<file path="config.mk">
export PLATFORM = sky130hd
export DESIGN_NAME = spi_frame_status_interface
export DESIGN_NICKNAME = d
export VERILOG_FILES = /design/src/spi_frame_status_pkg.sv /design/src/spi_frame_status_interface.sv
export VERILOG_INCLUDE_DIRS = /design/src
export SDC_FILE = /design/constraint.sdc
export NUM_CORES = 1
export LEC_CHECK = 0
export BUFFER_PORTS_ARGS = -buffer_cell sky130_fd_sc_hd__buf_2
export CORE_ASPECT_RATIO = 1.1
export CORE_MARGIN = 4
export CORE_UTILIZATION = 63
export CTS_CLUSTER_DIAMETER = 40
export DETAILED_ROUTE_END_ITERATION = 12
export GPL_ROUTABILITY_DRIVEN = 0
export PLACE_DENSITY = 0.86
export SYNTH_ARGS = -nofsm -noshare
export SYNTH_HDL_FRONTEND = slang
export SYNTH_SLANG_ARGS = --single-unit
</file>
<file path="constraint.sdc">
create_clock -name core_clk -period 8.85 [get_ports core_clk]
set_clock_uncertainty 0.2 [all_clocks]
set_input_delay 0.4425 -clock core_clk [delete_from_list [all_inputs] [get_ports core_clk]]
set_output_delay 0.4425 -clock core_clk [all_outputs]
set_load 0.01 [all_outputs]
</file>
<file path="src/spi_frame_status_map.svh">
// offsets, field positions and reset values of the serial frame interface
`ifndef SPI_FRAME_STATUS_MAP_SVH
`define SPI_FRAME_STATUS_MAP_SVH

// frame geometry
`define FRAME_BITS     6'd32
`define CMD_LAST_BIT   6'd7
`define CNT_MAX        6'h3F

// addressable register space
`define ADDR_CR1       6'h01
`define ADDR_CR4       6'h04
`define ADDR_SR1       6'h05
`define ADDR_SR3       6'h07
`define ADDR_CLR_ALL   6'h3F

// information area
`define ROM_FRAME_FMT  6'h10
`define ROM_STAT_OPT   6'h3E
`define FRAME_FMT_VAL  8'h31
`define STAT_OPT_VAL   8'h00

// control register reset values
`define CR1_RST        24'h802000
`define CR2_RST        24'h0200F0
`define CR3_RST        24'h00CD80
`define CR4_RST        24'h000000
`define UNLOCK_POS     1

// status byte bit positions
`define STAT_NOSTAT    7
`define STAT_RESET     6
`define STAT_SERR      5
`define STAT_NONCRIT   4
`define STAT_CRIT      3
`define STAT_CHIP      2
`define STAT_WARN      1
`define STAT_LIMP      0

`endif

</file>
<file path="src/spi_frame_status_pkg.sv">
// types shared by the serial frame interface
`default_nettype none
package spi_frame_status_pkg;

	typedef enum logic [1:0] {
		OP_WRITE     = 2'h0,
		OP_READ      = 2'h1,
		OP_READ_CLR  = 2'h2,
		OP_READ_INFO = 2'h3
	} opcode_type;

	typedef enum logic [1:0] {
		ST_IDLE  = 2'h1,
		ST_FRAME = 2'h2
	} state_type;

	typedef struct packed {
		logic longOnTimeFlag;
		logic shortOnTimeFlag;
		logic longOffTimeFlag;
		logic shortOffTimeFlag;
		logic openLoadFlag;
		logic overtempFlag;
		logic shortCircuitFlag;
		logic tempWarningLow;
		logic tempWarningHigh;
	} chan_fault_type;

	typedef struct packed {
		logic supplyUndervoltageFlag;
		logic boostFeedbackFailure;
		logic dimmingClockFailure;
		logic powerNotGood;
		logic boostOvervoltage;
	} chip_fault_type;

	typedef struct packed {
		chan_fault_type ch1;
		chan_fault_type ch2;
		chip_fault_type chip;
	} fault_type;

	typedef struct packed {
		logic [23:0] cr1;
		logic [23:0] cr2;
		logic [23:0] cr3;
		logic [23:0] cr4;
	} ctrl_type;

endpackage
`default_nettype wire

</file>
<file path="src/spi_frame_status_interface.sv">
// serial command and status frame interface of the led driver
//
// Behaviour
// - each frame is 32 bits: command byte then three data bytes.
// - command bits 31:30 opcode, 29:24 address; write, read, read-clear, info.
// - write reaches control registers, read reaches control and status registers by address.
// - read-clear returns the status register, then clears it.
// - info read returns a value from the separate read-only area.
// - status byte shifts out first, then three response bytes.
// - write frame returns the register value from before the write.
// - info address 10h holds the 8-bit frame format value.
// - status bit 31 is the nor of bits 30 to 24.
// - reset flag set after reset, holds control defaults, clears on valid frame.
// - serial error flag ors stuck input, wrong clock count, parity failure on a write.
// - noncritical fault flag ors off-time and long on-time faults.
// - critical fault flag ors the disabling faults of both channels, supply undervoltage and boost feedback failure.
// - chip fault flag ors dimming clock, power not good, boost overvoltage.
// - warning flag ors the four temperature warnings.
// - limp-home flag follows the fail-safe mode.
// - frame bit 0 is odd parity, checked by the device on write frames only.
// - unlock bit clears itself on the next valid frame.
// - read-clear to address 3Fh clears every status register.
`timescale 1ns/10ps
`default_nettype none
`include "spi_frame_status_map.svh"

module spi_frame_status_interface #(
	parameter logic [7:0] FRAME_FORMAT = `FRAME_FMT_VAL
) (
	// clock, reset, enable
	input  wire logic                            core_clk,
	input  wire logic                            rst_n,
	input  wire logic                            clkEn,
	// serial link pins
	input  wire logic                            sclk,
	input  wire logic                            csN,
	input  wire logic                            sdi,
	output var  logic                            sdo,
	output var  logic                            sdoOe,
	// fault and mode inputs from the driver core
	input  wire spi_frame_status_pkg::fault_type faultIn,
	input  wire logic                            limpHome,
	// control registers and serial error flag towards the driver core
	output var  spi_frame_status_pkg::ctrl_type  ctrlOut,
	output var  logic                            serialErr
);
	import spi_frame_status_pkg::*;

	function automatic logic isCtrl(input logic [5:0] a);
		return (a >= `ADDR_CR1) && (a <= `ADDR_CR4);
	endfunction

	function automatic logic isStat(input logic [5:0] a);
		return (a >= `ADDR_SR1) && (a <= `ADDR_SR3);
	endfunction

	function automatic logic [23:0] ctrlDefault(input logic [1:0] i);
		logic [23:0] v;
		unique case (i)
			2'h0: v = `CR1_RST;
			2'h1: v = `CR2_RST;
			2'h2: v = `CR3_RST;
			2'h3: v = `CR4_RST;
		endcase
		return v;
	endfunction

	// synchronisers: stage 0 is read only by stage 1
	logic [2:0]  sclkS;
	logic [2:0]  csS;
	logic [1:0]  sdiS;

	always_ff @(posedge core_clk or negedge rst_n) begin
		if (!rst_n) begin
			sclkS <= 3'h0;
			csS   <= 3'h7;
			sdiS  <= 2'h0;
		end else if (clkEn) begin
			sclkS <= {sclkS[1:0], sclk};
			csS   <= {csS[1:0], csN};
			sdiS  <= {sdiS[0], sdi};
		end
	end

	wire         sclkRise = sclkS[1] & ~sclkS[2];
	wire         sclkFall = ~sclkS[1] & sclkS[2];
	wire         csFall   = ~csS[1] & csS[2];
	wire         csRise   = csS[1] & ~csS[2];
	wire         sdiBit   = sdiS[1];

	// frame state
	state_type   stateQ;
	logic [31:0] rxQ;
	logic [31:0] txQ;
	logic [5:0]  cntQ;
	logic        sdoQ;
	logic        rstFlagQ;
	logic        serialErrQ;
	logic [23:0] crQ [4];
	logic [23:0] srQ [3];

	wire         inFrame = (stateQ == ST_FRAME);

	// command byte completes on the eighth rising edge
	wire         cmdDone  = inFrame && sclkRise && (cntQ == `CMD_LAST_BIT);
	wire [7:0]   cmdNow   = {rxQ[6:0], sdiBit};
	wire [1:0]   cmdOp    = cmdNow[7:6];
	wire [5:0]   cmdAddr  = cmdNow[5:0];
	wire [1:0]   cmdCrIdx = 2'(cmdAddr - `ADDR_CR1);
	wire [1:0]   cmdSrIdx = 2'(cmdAddr - `ADDR_SR1);

	// information area is apart from the register space; unlisted addresses read zero
	function automatic logic [23:0] infoWord(input logic [5:0] a);
		logic [23:0] v;
		v = 24'h000000;
		if (a == `ROM_FRAME_FMT)
			v = {16'h0000, FRAME_FORMAT};
		else if (a == `ROM_STAT_OPT)
			v = {16'h0000, `STAT_OPT_VAL};
		return v;
	endfunction

	wire [23:0]  romWord  = infoWord(cmdAddr);

	// snapshot taken before any write of this frame lands
	wire [23:0]  ramWord  =
		isCtrl(cmdAddr) ? crQ[cmdCrIdx] :
		isStat(cmdAddr) ? srQ[cmdSrIdx] :
		24'h000000;

	wire [23:0]  respWord =
		(opcode_type'(cmdOp) == OP_READ_INFO) ? romWord : ramWord;

	// frame end decode
	wire         endFrame = inFrame && csRise;
	wire [1:0]   endOp    = rxQ[31:30];
	wire [5:0]   endAddr  = rxQ[29:24];
	wire [23:0]  endData  = rxQ[23:0];
	wire [1:0]   endCrIdx = 2'(endAddr - `ADDR_CR1);
	wire [1:0]   endSrIdx = 2'(endAddr - `ADDR_SR1);
	wire         isWrite  = (opcode_type'(endOp) == OP_WRITE);
	wire         isRdClr  = (opcode_type'(endOp) == OP_READ_CLR);

	// a frame is acted on only when every serial check passes
	wire         countOk   = (cntQ == `FRAME_BITS);
	wire         stuckLow  = (rxQ == 32'h00000000);
	wire         stuckHigh = (rxQ == 32'hFFFFFFFF);
	wire         stuck     = stuckLow | stuckHigh;
	// parity only guards writes; a bad read costs nothing
	wire         parityOk  = ^rxQ;
	wire         parityBad = isWrite & ~parityOk;
	wire         frameOk   = countOk & ~stuck & ~parityBad;

	wire         goodEnd  = endFrame & frameOk;
	wire         badEnd   = endFrame & ~frameOk;

	// writes are blocked while the reset flag holds defaults
	wire         doWrite  = goodEnd & isWrite & isCtrl(endAddr) & ~rstFlagQ;
	wire         clrAll   = goodEnd & isRdClr & (endAddr == `ADDR_CLR_ALL);
	wire         clrOne   = goodEnd & isRdClr & isStat(endAddr);

	// sticky status captured from the core every cycle
	wire [23:0]  srSet [3];
	assign srSet[0] = {15'h0000, faultIn.ch1};
	assign srSet[1] = {15'h0000, faultIn.ch2};
	assign srSet[2] = {19'h00000, faultIn.chip};

	chan_fault_type st1;
	chan_fault_type st2;
	chip_fault_type stc;
	assign st1 = chan_fault_type'(srQ[0][8:0]);
	assign st2 = chan_fault_type'(srQ[1][8:0]);
	assign stc = chip_fault_type'(srQ[2][4:0]);

	// global status byte, one named wire per flag
	wire noncriticalFaultFlag =
		st1.longOffTimeFlag |
		st2.longOffTimeFlag |
		st1.shortOffTimeFlag |
		st2.shortOffTimeFlag |
		st1.longOnTimeFlag |
		st2.longOnTimeFlag;
	wire criticalFaultFlag =
		stc.supplyUndervoltageFlag |
		st1.openLoadFlag |
		st2.openLoadFlag |
		st1.overtempFlag |
		st2.overtempFlag |
		st1.shortCircuitFlag |
		st2.shortCircuitFlag |
		st1.shortOnTimeFlag |
		st2.shortOnTimeFlag |
		stc.boostFeedbackFailure;
	wire chipFaultFlag =
		stc.dimmingClockFailure |
		stc.powerNotGood |
		stc.boostOvervoltage;
	wire globalWarningFlag =
		st1.tempWarningLow |
		st1.tempWarningHigh |
		st2.tempWarningLow |
		st2.tempWarningHigh;
	wire resetOccurredFlag = rstFlagQ;
	wire serialErrorFlag   = serialErrQ;
	// limp-home is live: the byte shows the mode at select fall
	wire limpHomeFlag      = limpHome;
	wire noStatusSetFlag   = ~(resetOccurredFlag |
		serialErrorFlag |
		noncriticalFaultFlag |
		criticalFaultFlag |
		chipFaultFlag |
		globalWarningFlag |
		limpHomeFlag);

	logic [7:0] statusByte;
	always_comb begin
		statusByte                = 8'h00;
		statusByte[`STAT_RESET]   = resetOccurredFlag;
		statusByte[`STAT_SERR]    = serialErrorFlag;
		statusByte[`STAT_NONCRIT] = noncriticalFaultFlag;
		statusByte[`STAT_CRIT]    = criticalFaultFlag;
		statusByte[`STAT_CHIP]    = chipFaultFlag;
		statusByte[`STAT_WARN]    = globalWarningFlag;
		statusByte[`STAT_LIMP]    = limpHomeFlag;
		statusByte[`STAT_NOSTAT]  = noStatusSetFlag;
	end

	// next output bit after a rising edge count of cntQ
	wire [4:0]   txIdx   = 5'(6'd31 - cntQ);
	wire         txBit   = (cntQ < `FRAME_BITS) ? txQ[txIdx] : 1'b0;

	// frame sequencing
	always_ff @(posedge core_clk or negedge rst_n) begin
		if (!rst_n) begin
			stateQ <= ST_IDLE;
		end else if (clkEn) begin
			unique case (stateQ)
				ST_IDLE:  if (csFall) stateQ <= ST_FRAME;
				ST_FRAME: if (csRise) stateQ <= ST_IDLE;
			endcase
		end
	end

	// receive shifter and clock counter, saturating so overruns show
	always_ff @(posedge core_clk or negedge rst_n) begin
		if (!rst_n) begin
			rxQ  <= 32'h00000000;
			cntQ <= 6'h00;
		end else if (clkEn) begin
			if (csFall) begin
				rxQ  <= 32'h00000000;
				cntQ <= 6'h00;
			end else if (inFrame && sclkRise) begin
				rxQ  <= {rxQ[30:0], sdiBit};
				if (cntQ != `CNT_MAX)
					cntQ <= cntQ + 6'h01;
			end
		end
	end

	// transmit side: status byte ready before the first clock
	always_ff @(posedge core_clk or negedge rst_n) begin
		if (!rst_n) begin
			txQ  <= 32'h00000000;
			sdoQ <= 1'b0;
		end else if (clkEn) begin
			if (csFall) begin
				txQ  <= {statusByte, 24'h000000};
				sdoQ <= statusByte[7];
			end else if (cmdDone) begin
				txQ[23:0] <= respWord;
			end else if (inFrame && sclkFall) begin
				sdoQ <= txBit;
			end
		end
	end

	// output enable follows the synchronised select
	always_ff @(posedge core_clk or negedge rst_n) begin
		if (!rst_n)
			sdoOe <= 1'b0;
		else if (clkEn)
			sdoOe <= inFrame & ~csRise;
	end

	assign sdo = sdoQ;

	// flags: reset flag sticks until a clean frame
	always_ff @(posedge core_clk or negedge rst_n) begin
		if (!rst_n) begin
			rstFlagQ   <= 1'b1;
			serialErrQ <= 1'b0;
		end else if (clkEn) begin
			if (goodEnd)
				rstFlagQ <= 1'b0;
			if (badEnd)
				serialErrQ <= 1'b1;
			else if (goodEnd)
				serialErrQ <= 1'b0;
		end
	end

	assign serialErr = serialErrQ;

	// control registers
	always_ff @(posedge core_clk or negedge rst_n) begin
		if (!rst_n) begin
			for (int i = 0; i < 4; i++)
				crQ[i] <= ctrlDefault(2'(i));
		end else if (clkEn) begin
			for (int i = 0; i < 4; i++) begin
				if (rstFlagQ)
					crQ[i] <= ctrlDefault(2'(i));
				else if (doWrite && endCrIdx == 2'(i))
					crQ[i] <= endData;
			end
			// unlock only lives for one frame
			if (goodEnd && !rstFlagQ && !(doWrite && endCrIdx == 2'h0))
				crQ[0][`UNLOCK_POS] <= 1'b0;
		end
	end

	assign ctrlOut = '{cr1: crQ[0], cr2: crQ[1], cr3: crQ[2], cr4: crQ[3]};

	// status registers: a fault present in the clear cycle survives
	always_ff @(posedge core_clk or negedge rst_n) begin
		if (!rst_n) begin
			for (int i = 0; i < 3; i++)
				srQ[i] <= 24'h000000;
		end else if (clkEn) begin
			for (int i = 0; i < 3; i++) begin
				if (clrAll || (clrOne && endSrIdx == 2'(i)))
					srQ[i] <= srSet[i];
				else
					srQ[i] <= srQ[i] | srSet[i];
			end
		end
	end

endmodule // spi_frame_status_interface
`default_nettype wire

</file>
Word level (Yosys, flattened, before mapping)
Cells that the tools add are included.

Bits in registers: 252. Input port bits: 30. Output and inout bits: 99. Logic and storage cells: 204.

Add/sub/neg operators: 6. Magnitude comparators: 12. Eq/ne operators: 18. Multiplexer cells: 40. Bitwise operators: 58. Reduce and logical (&&, ||, !) cells: 50.

Operators with widths (number): 24-bit two-way mux (20); 24-bit binary-select mux with 2-bit select (2); 32-bit two-way mux (2); 24-bit by 9-bit bitwise OR with 24-bit output (2); 32-bit == test (second input constant) (1); 32-bit logical NOT (1); 32-bit XOR reduction (1); 1-bit bitwise OR (26); 6-bit by 3-bit <= comparator with 1-bit output (second input constant) (4); 6-bit two-way mux (4); 24-bit by 5-bit bitwise OR with 24-bit output (1); 2-bit AND reduction (10); 2-bit nonzero test (9); 1-bit logical AND (17); 1-bit bitwise AND (16); 2-bit == test (second input constant) (6); 6-bit == test (second input constant) (2); 6-bit by 1-bit >= comparator with 1-bit output (second input constant) (2); 6-bit by 3-bit >= comparator with 1-bit output (second input constant) (2); 1-bit NOT (11); 3-bit AND reduction (3); 1-bit two-way mux (8); 2-bit by 1-bit subtractor with 2-bit output (second input constant) (4); 6-bit by 1-bit adder with 6-bit output (second input constant) (1); 17 further kinds (29).

Depth between registers and ports, before layout
Gate-level depths: netlist (run 1).

Depth after elaboration: 15. Gate-level depth with buffers: 13. Mapped depth without buffers: 9.

Worst setup path after synthesis (run 1)
No wires, ideal clock.

Kind: flip-flop to flip-flop. Start: reg sdiS[1]. End: reg txQ[16]. Setup time: 0.121 ns. Data arrival time: 2.738 ns. Required time: 8.529 ns. Slack: 5.791 ns. Stages on the path, launching flop included: 9. Buffers on the path: 4. Period minus slack after synthesis: 3.059 ns. Cells stage by stage: dfrtp_1 -> clkbuf_1 -> inv_1 -> ha_1 -> clkbuf_1 -> clkbuf_1 -> clkbuf_1 -> mux4_2 -> a22o_1.

Word-level cells in the longest chain between the ends: 10. Elaborated cells on any way between the ends: 21. Those cells by class: 2 x add/sub; 4 x order compare; 11 x mux; 2 x bitwise; 2 x reduce/logical.

Ends and longest elaborated chain: from (decl) (RTL line spi_frame_status_interface.sv:71) `logic [1:0] sdiS;`; from (signal assigned) (RTL line spi_frame_status_interface.sv:81) `sdiS <= {sdiS[0], sdi};`; 2-bit by 1-bit subtractor with 2-bit output (no source line); 2-bit NOT with 3-bit output (implied by the code) (RTL line spi_frame_status_interface.sv:127, spi_frame_status_interface.sv:128); 24-bit binary-select mux with 2-bit select (RTL line spi_frame_status_interface.sv:128) `isStat(cmdAddr) ? srQ[cmdSrIdx] :`; 24-bit two-way mux (implied by the code) (2 in series) (RTL line spi_frame_status_interface.sv:128); 24-bit two-way mux (RTL line spi_frame_status_interface.sv:128); 24-bit two-way mux * (RTL line spi_frame_status_interface.sv:127) `isCtrl(cmdAddr) ? crQ[cmdCrIdx] :`; 24-bit two-way mux * (RTL line spi_frame_status_interface.sv:132) `(opcode_type'(cmdOp) == OP_READ_INFO) ? romWord : ramWord;`; 24-bit two-way mux * (RTL line spi_frame_status_interface.sv:270) `end else if (cmdDone) begin`; 24-bit two-way mux * (RTL line spi_frame_status_interface.sv:267) `if (csFall) begin`; to (signal assigned) (RTL line spi_frame_status_interface.sv:268) `txQ <= {statusByte, 24'h000000};`; to (signal assigned) (RTL line spi_frame_status_interface.sv:271) `txQ[23:0] <= respWord;`; to (decl) (RTL line spi_frame_status_interface.sv:94) `logic [31:0] txQ;`.

Mark *: on every way between the ends. The rest lies on a longest branch, timed or not. The select of a mux whose other input is x is not followed. A chain may end at the register's enable or synchronous reset.

Worst setup path in the final report (run 1)
Start: reg rxQ[24]. End: reg crQ, in the netlist ctrlOut[39].

Word-level cells in the longest chain between the ends: 12. Elaborated cells on any way between the ends: 22. Those cells by class: 1 x add/sub; 2 x order compare; 2 x eq/ne; 11 x bitwise; 6 x reduce/logical.

Ends and longest elaborated chain: from (decl) (RTL line spi_frame_status_interface.sv:93) `logic [31:0] rxQ;`; from (signal assigned) (RTL line spi_frame_status_interface.sv:254) `rxQ <= {rxQ[30:0], sdiBit};`; 32-bit == test, or another cell as far along (RTL line spi_frame_status_interface.sv:147) `wire stuckHigh = (rxQ == 32'hFFFFFFFF);`; 1-bit bitwise OR or 1-bit NOT (tied branches) (RTL line spi_frame_status_interface.sv:148, spi_frame_status_interface.sv:151); 1-bit NOT or 1-bit bitwise AND (tied branches) (RTL line spi_frame_status_interface.sv:152, spi_frame_status_interface.sv:151); 1-bit bitwise AND or 1-bit NOT (tied branches) (RTL line spi_frame_status_interface.sv:152) `wire frameOk = countOk & ~stuck & ~parityBad;`; 1-bit bitwise AND (RTL line spi_frame_status_interface.sv:152); 1-bit bitwise AND (RTL line spi_frame_status_interface.sv:154) `wire goodEnd = endFrame & frameOk;`; 1-bit bitwise AND (3 in series) (RTL line spi_frame_status_interface.sv:158) `wire doWrite = goodEnd & isWrite & isCtrl(endAddr) & ~rstFlagQ;`; 1-bit logical AND * (RTL line spi_frame_status_interface.sv:314) `else if (doWrite && endCrIdx == 2'(i))`; 2-bit nonzero test (no source line) *; 2-bit AND reduction (no source line) *; to (signal, indexed assignment) (RTL line spi_frame_status_interface.sv:309) `crQ[i] <= ctrlDefault(2'(i));`; to (signal, indexed assignment) (RTL line spi_frame_status_interface.sv:313) `crQ[i] <= ctrlDefault(2'(i));`; to (signal, indexed assignment) (RTL line spi_frame_status_interface.sv:315) `crQ[i] <= endData;`; to (decl) (RTL line spi_frame_status_interface.sv:99) `logic [23:0] crQ [4];`.

Mark *: on every way between the ends. The rest lies on a longest branch, timed or not.

==> results of run 1 <==
-- cell families after synthesis --
group	Yosys count	synth area share [%]
adder cells (fa/ha/maj)	42	5.02
XOR/XNOR	18	1.58
multiplexers	123	15.4
AO/OA/AOI/OAI	228	17.9
flip-flops	203	48.8
buffers and inverters	107	4.63
AND/OR/NAND/NOR	139	6.79
-- cells in the final DEF (no fill, tap or decap), types with 40 or more instances in the layout --
cell | Yosys | final
sky130_fd_sc_hd__nand2_1 | 42 | 42
sky130_fd_sc_hd__a22o_1 | 90 | 90
sky130_fd_sc_hd__mux2i_1 | 73 | 73
sky130_fd_sc_hd__inv_1 | 41 | 40
sky130_fd_sc_hd__o2bb2ai_1 | 62 | 62
sky130_fd_sc_hd__ha_1 | 42 | 42
sky130_fd_sc_hd__buf_2 | 5 | 127
sky130_fd_sc_hd__dfrtp_1 | 185 | 184
-- registers in the layout, indices dropped and copies added (netlist names), 2 cells and up --
signal	count
ctrlOut	96
rxQ	32
txQ	32
srQ	23
cntQ	6
csS	3
sclkS	3
sdiS	2
stateQ	2
-- metal layers --
| layer | share of wire [%] | up-vias | track usage (%) |
|---|---|---|---|
| met1 | 40 | 4113 | 42.9 |
| met4 | 3.4 | 0 | 11.2 |
| li1 | - | 3511 | - |
| met3 | 8.3 | 75 | 6.96 |
| met2 | 49 | 455 | 49.0 |
| met5 | 0 | - | 0 |
-- through the flow --
step / std cells / worst slack, ns / hold WS, ns
after floorplan: 860 / 5.79 / -0.0531
after global placement: 1138 / 5.35 / 0.255
after detailed placement: 1138 / 5.26 / 0.260
after CTS: 1218 / 5.24 / 0.275
after global routing: 1218 / 4.92 / 0.305
final: 1219 / 5.17 / 0.272
-- cell type report --
type                       count  area share [%]
antenna                        1          0.0201
clock buffer                  38            6.33
clock inverter                14            1.79
inverter                      41            1.24
multi-input combinational    550            39.4
sequential                   203            41.0
tap                          204            2.05
timing repair buffer         168            8.19
-- worst max-delay path by stage --
stage | from | endpoint | slack, ns | cells past startpoint
final | rxQ[24] | ctrlOut[39] | 5.17 | 9
after global routing | rxQ[1] | ctrlOut[89] | 4.92 | 9
after CTS | rxQ[1] | ctrlOut[89] | 5.24 | 9
after detailed placement | rxQ[21] | ctrlOut[85] | 5.26 | 9
after global placement | rxQ[16] | ctrlOut[91] | 5.35 | 9
after floorplan | sdiS[1] | txQ[16] | 5.79 | 8
-- worst reg2reg max path, stage by stage, from the launching register on --
cell	delay [ns]
sky130_fd_sc_hd__dfrtp_1	0.47
sky130_fd_sc_hd__inv_1	0.12
sky130_fd_sc_hd__ha_1	0.28
sky130_fd_sc_hd__nand4_1	0.12
sky130_fd_sc_hd__or4_1	0.16
sky130_fd_sc_hd__and4_1	0.25
sky130_fd_sc_hd__nor3b_4	0.51
sky130_fd_sc_hd__o2111ai_4	0.73
sky130_fd_sc_hd__mux2_1	0.57
sky130_fd_sc_hd__o22a_1	0.19
-- power groups by stage --
stage	clock network (W)	logic, W	registers (W)
after floorplan	0	0.000208	0.000999
after global placement	0	0.000274	0.00101
after detailed placement	0	0.000283	0.00102
after CTS	0.00120	0.000295	0.00100
after global routing	0.00124	0.000327	0.00101
final	0.00119	0.000301	0.00100
-- repair_timing --
item	in CTS	in global routing
endpoints found under the hold margin	116	0
setup buffers	0	0
hold buffers	28	0
==> results.md, run 1 <==
- Outcome: complete, no violations
- Number of setup violations in the final report: 0
- Syn Area/Cell: around 12 µm²
- Class of the worst hold path: flop to flop
- Type of origin of the critical path: flop
- Maximum number of pins on one net before global-route repair: 98
- Initial Utilization: 64.2%
- Net count reported at finish: ~1100
- Detailed-route via count: a little over 8000
- DRC violations left: 0
- Synth warnings: 0
- Estimated wirelength of the detail-placed design: 17800 µm
- Power share of the combinational group: approximately an eighth
- Final-report max-slew violation count: 0
- Post-synth top area share: 44.2%
- Total count of hold-check failures in the final report: 0
- Async set-or-reset flop fraction in the synthesized netlist: 100%
- Buffer and inverter count on the worst path: 1
- Capturing point of the worst reg2reg path: ctrlOut[39]
- Number of cells traversed by the worst hold path: 1
- Number of optimization iterations in the first detailed-route pass: 5
- Part of the total power dissipated in the clock network: approximately 48%
- Overall power consumption: 0.00249 W
- Routed length per placed instance: 23.7 µm
- Number of buffers added by the clock tree synthesis step: 28
- I/O Pins: roughly 130
- Static power due to leakage: 6.35 nW
- Number of violations reported at the end of detailed-routing iteration 0: 698
- Post-Route Setup TNS: 0 ns
- DIE AREA: about 19000 µm²
- Source-to-sink clock delay at the later pin of the worst-skew pair: 0.54 ns
- Critical path capture point type: flop
- Clock-pin slew of the registers on the worst-case setup and hold paths: 0.06 ns
- Quantity of gates resized following cts: 0
- Post-layout min period: 3.68 ns
- Worst slew margin: 20.1%
- Dominant cells by area after synthesis: sky130_fd_sc_hd__dfrtp_1, sky130_fd_sc_hd__a22o_1, sky130_fd_sc_hd__mux2i_1
- Number of antenna violations at the first check in global routing: 1
- Slew @ Worst Pin: 1.20 ns
- Post-route standard cell area excluding fillers: approximately 12000 µm²
- Depth of the worst register-to-register path: 9
- Total core area: approximately 16000 µm²
- Die outline height: 143 µm
- Maximum vdd drop: 186 µV
- Family of cells with the greatest summed delay on the critical path: simple AND/OR/NAND/NOR gates
- Filler cell count: 988
- Startpoint of the lowest-slack register-to-register path: rxQ[24]
- Post-route core utilization: about three quarters
- H-tree lvl count: 1
- Via count of the first global-routing pass: 8035
- Internal power contribution: 0.00185 W
- Fin crit share: about two fifths
- Proportion of layout cells with a drive suffix above 1: 26.0%
- Leading register cell type out of synthesis: sky130_fd_sc_hd__dfrtp_1
- Crit-path max cell delay: 0.72 ns
- CP Max Fanout: 24
- RSZ-0062 raised after global routing: false
- Number of enable flip-flop cells after synthesis: 0
- Cell Area, Placed: between 10000 and 15000 µm²
- Number of buffers inserted by port buffering: 128
- Switching share of power: 25.9%
- Root Buffer Master: sky130_fd_sc_hd__clkbuf_16
- Worst-case register-to-register setup slack: 5.17 ns
- Sequential fraction of the synthesis area: about half
- Cell type of the slowest stage on the worst timing path: sky130_fd_sc_hd__o2111ai_4
- FF+latch area: 5100 µm²
- Number of maximum-capacitance constraint violations: 0
- Die X: 131 µm
- Commonest cells post-synth: sky130_fd_sc_hd__dfrtp_1, sky130_fd_sc_hd__a22o_1, sky130_fd_sc_hd__mux2i_1
- Cell with the most instances after synthesis: sky130_fd_sc_hd__dfrtp_1
- Synthesized cell area: 10500 µm²
- Number of rows created at floorplan: 49
- Portion of total power attributed to sequential cells: 40.2%
- Avg Vias per Cell: roughly 6.7
- CTS Buffer Depth: 3
- Hold_sp: txQ[7]
- First-pass GRT wire length: ~46000 µm
- Area of combinational cells with multiple inputs: ~4900 µm²
- Cell count after synthesis: 860
- Routed wire length: ~29000 µm
- Number of storage elements in the synthesis netlist: 203
- Data arrival time of the critical path: between 3 and 4 ns
- CTS tree: yes
- PD cells: 200 nW/µm²
- Worst hold endpoint: txQ[7]
- Ordered cell list for the critical path: inv_1, ha_1, nand4_1, or4_1, and4_1, nor3b_4, o2111ai_4, mux2_1, o22a_1
- Count of cell types in the netlist: 52
- Relative area change from synthesis to final layout: 19.0%
- Clock sink count: 203
- Highest attainable clock frequency: 272 MHz
- Total nets after synthesis: approximately 930
- GRT Total Usage: 31.1%
- Crit Path Class: flop to flop
- Net load switching power: 0.000646 W
- CP required: 9.10 ns
- Congestion Overflow GR: 0
- Area leader, netlist: sky130_fd_sc_hd__dfrtp_1
- Post-detailed-route count of antenna-violating nets: 0
(Power assumes the default switching activity.)
==> run 2: changes to the inputs <==
ABC_AREA = 1   (was unset)
CORE_UTILIZATION = 53   (was 63)
PLACE_DENSITY = 0.77   (was 0.86)
clock period = 3 ns   (was 8.85 ns; I/O delays follow)
==> run 2 against run 1 <==
Maximum frequency is 31% higher; combinational power grew to 5.7 times the previous value; final cell count is 51% higher; global-route usage is 0.19 points lower; non-clock buffer count is 58 higher; largest cell class unchanged; largest power group unchanged.
==> results.md, run 2 <==
- Die outline height: 157 µm (+9.9%)
- Highest attainable clock frequency: 357 MHz (+31%)
- Estimated wirelength of the detail-placed design: 23000 µm (+29%)
- Post-route standard cell area excluding fillers: 13300 µm² (+7.0%)
- Number of buffers inserted by port buffering: 128 (unchanged)
- Portion of total power attributed to sequential cells: 35.8% (-4.4 points)
- Crit Path Class: flop to flop
- Dominant cells by area after synthesis: sky130_fd_sc_hd__dfrtp_1, sky130_fd_sc_hd__nand2_1, sky130_fd_sc_hd__nand3_1
- Final-layout worst hold slack: 0.0297 ns (-0.243 ns)
- Via count of the first global-routing pass: 10400 (+30%)
- Post-layout min period: 2.80 ns (-0.875 ns)
- Number of enable flip-flop cells after synthesis: 0 (unchanged)
- Worst slew margin: 32.1% (+12 points)
- DIE AREA: 22600 µm² (+21%)
- Clock sink count: 203 (unchanged)
- Cell count after synthesis: 1379 (+60%)
- Number of buffers added by the clock tree synthesis step: 30 (+7.1%)
- Maximum vdd drop: 727 µV (+290%)
- Root Buffer Master: sky130_fd_sc_hd__clkbuf_16
- Sequential fraction of the synthesis area: 47.5% (-1.3 points)
- Leading register cell type out of synthesis: sky130_fd_sc_hd__dfrtp_1
- Commonest cells after routing, fill and taps aside: sky130_fd_sc_hd__nand2_1, sky130_fd_sc_hd__dfrtp_1, sky130_fd_sc_hd__nand3_1
- Overall power consumption: 0.00830 W (+230%)
- Total count of hold-check failures in the final report: 0 (unchanged)
- RSZ-0062 raised after global routing: true
- Clock-pin slew of the registers on the worst-case setup and hold paths: 0.07 ns (about the same)
- CP Max Fanout: 9 (-63%)
- Slew @ Worst Pin: 1.02 ns (-0.180 ns)
- PD cells: 623 nW/µm² (+210%)
- Post-synth top area share: 43.1% (-1.2 points)
- Data arrival time of the critical path: 3.02 ns (-0.91 ns)
- Cell Area, Placed: 11700 µm² (+4.8%)
- I/O Pins: 129 (unchanged)
- Count of cell types in the netlist: 36 (-31%)
- Number of storage elements in the synthesis netlist: 203 (unchanged)
- Final-report max-slew violation count: 0 (unchanged)
- Number of rows created at floorplan: 54 (+10%)
- Total nets after synthesis: 1451 (+56%)
- Final non-filler cell total: 1844 (+51%)
- Detailed-route via count: 10900 (+33%)
- Async set-or-reset flop fraction in the synthesized netlist: 100% (unchanged)
- First-pass GRT wire length: 55900 µm (+22%)
- Class of the worst hold path: input port to async pin
- DRC violations left: 0 (unchanged)
- CTS Buffer Depth: 3 (unchanged)
- Flip-flop count of the largest register after layout: 96 (unchanged)
- Relative area change from synthesis to final layout: 24.0%
- Switching share of power: 31.6% (+5.7 points)
- Commonest cells post-synth: sky130_fd_sc_hd__nand2_1, sky130_fd_sc_hd__dfrtp_1, sky130_fd_sc_hd__nand3_1
- GRT Total Usage: 31.0% (-0.19 points)
- Number of setup violations in the final report: 0 (unchanged)
- Maximum number of pins on one net before global-route repair: 94 (-4.1%)
- Source-to-sink clock delay at the later pin of the worst-skew pair: 0.54 ns (about the same)
- Number of maximum-capacitance constraint violations: 0 (unchanged)
- Count of placed standard cells including taps: 1730 (+52%)
- Number of violations reported at the end of detailed-routing iteration 0: 1372 (+97%)
- Routed length per placed instance: 19.0 µm (-20%)
- CP required: 3.22 ns (-5.88 ns)
- Critical path capture point type: flop
- Die X: 144 µm (+9.8%)
- Synth warnings: 0 (unchanged)
- Net load switching power: 0.00262 W (+310%)
- Fin crit share: 93.5% (+52 points)
- Part of the total power dissipated in the clock network: 43.4% (-4.3 points)
- Cell with the most instances after synthesis: sky130_fd_sc_hd__nand2_1
- Number of antenna violations at the first check in global routing: 1 (unchanged)
- Total core area: 19900 µm² (+22%)
- Most frequent standard cell in the layout excluding fill and tap cells: sky130_fd_sc_hd__nand2_1
- Avg Vias per Cell: 5.89 (-12%)
- Outcome: complete, no violations
- H-tree lvl count: 1 (unchanged)
- Proportion of layout cells with a drive suffix above 1: 17.0% (-9.1 points)
- Power share of the combinational group: 20.9% (+8.8 points)
- Synthesized cell area: 10700 µm² (+2.7%)
- Congestion Overflow GR: 0 (unchanged)
- Syn Area/Cell: 7.79 µm² (-36%)
- CTS tree: yes
- Number of optimization iterations in the first detailed-route pass: 8 (+3)
- Net count reported at finish: 1638 (+54%)
- Area leader, netlist: sky130_fd_sc_hd__dfrtp_1
- Static power due to leakage: 7.04 nW (+11%)
- Type of origin of the critical path: flop
- Routed wire length: 35100 µm (+21%)
- Internal power contribution: 0.00568 W (+210%)
- Worst-case register-to-register setup slack: 0.20 ns (-4.97 ns)
- Initial Utilization: 54.1% (-10 points)
- Post-detailed-route count of antenna-violating nets: 0 (unchanged)
-- run 2: changes by cell type after synthesis, sizes merged, moves of 28 or more --
cell     change
a21oi       +32
a22o        -90
inv         +75
mux2i       -73
mux4        -28
nand2      +442
nand3      +127
nor2        +71
o21ai       +43
o22ai       +43
o2bb2ai     -62
-- run 2: layer usage --
metal,part of all wire [%],global-route usage [%],vias to the layer above
met2,48,51.6,639
met1,38,39.6,5203
met4,4.7,13.1,0
met3,8.9,5.77,145
li1,-,-,4883
met5,0,0,-
-- run 2: metrics by stage --
| step | setup TNS (ns) | setup WS (ns) | utilization (%) |
|---|---|---|---|
| finish | 0 | 0.196 | 67.1 |
| floorplan | 0 | 0.204 | - |
| global placement | 0 | 0.369 | 58.8 |
| CTS | 0 | 0.199 | 66.9 |
| global route | -0.0815 | -0.0338 | 67.1 |
| detailed placement | 0 | 0.240 | 58.8 |
-- run 2: cell families after synthesis --
family / after synthesis / share of synthesized area (%)
compound gates: 191 / 10.6
xor+xnor: 1 / 0.0815
fa+ha+maj: 42 / 4.89
buf+inv: 190 / 7.58
flops: 203 / 47.5
simple gates: 752 / 29.4
-- run 2: worst max-delay path: stages, from the launching register on --
cell and delay [ns]:
sky130_fd_sc_hd__dfrtp_1 0.38, sky130_fd_sc_hd__inv_1 0.12, sky130_fd_sc_hd__ha_1 0.37, sky130_fd_sc_hd__nand2_1 0.10, sky130_fd_sc_hd__inv_1 0.04, sky130_fd_sc_hd__nor2_1 0.09
sky130_fd_sc_hd__nand2_1 0.06, sky130_fd_sc_hd__nand2_1 0.11, sky130_fd_sc_hd__nand2_1 0.06, sky130_fd_sc_hd__nand2_1 0.08, sky130_fd_sc_hd__nand2_1 0.07, sky130_fd_sc_hd__nand3_2 0.11
sky130_fd_sc_hd__nand4_1 0.15, sky130_fd_sc_hd__o21ai_0 0.19, sky130_fd_sc_hd__buf_4 0.14, sky130_fd_sc_hd__nand2_1 0.06, sky130_fd_sc_hd__buf_4 0.21, sky130_fd_sc_hd__nand2_1 0.07
sky130_fd_sc_hd__nand2_1 0.08
-- run 2: final timing paths --
kind | from | end | cells after the start
setup / recovery | rxQ[2] | srQ[54] | 18
hold / removal | rst_n | ctrlOut[75] | 2
setup reg to reg | rxQ[2] | srQ[54] | 18
hold reg to reg | csS[0] | csS[0] | 2
max in group asynchronous | rst_n | csS[2] | 3
min in group core_clk | limpHome | txQ[24] | 4
-- run 2: power groups by stage --
stage,Sequential [W],Clock [W],Combinational [W]
4_1_cts,0.00297,0.00360,0.00169
2_1_floorplan,0.00300,0,0.00106
6_report,0.00297,0.00360,0.00173
5_1_grt,0.00298,0.00374,0.00192
3_3_place_gp,0.00301,0,0.00159
3_5_place_dp,0.00301,0,0.00162
-- run 2: what timing repair did --
action / 4_1_cts / 5_1_grt
hold endpoints to repair: 123 / 0
buffers inserted: 0 / 1
hold buffers: 55 / 0
setup endpoints to repair: 0 / 59
resized for setup: 0 / 5
-- run 2: area by class of cell --
class                           instances  area, µm²
Inverter                              119        448
Antenna cell                            2       5.00
Clock inverter                         23        258
Sequential cell                       203       5100
Tap cell                              252        315
Timing Repair Buffer                  226       1550
Clock buffer                           33        793
Fill cell                            1611       6540
Multi-Input combinational cell        986       4850
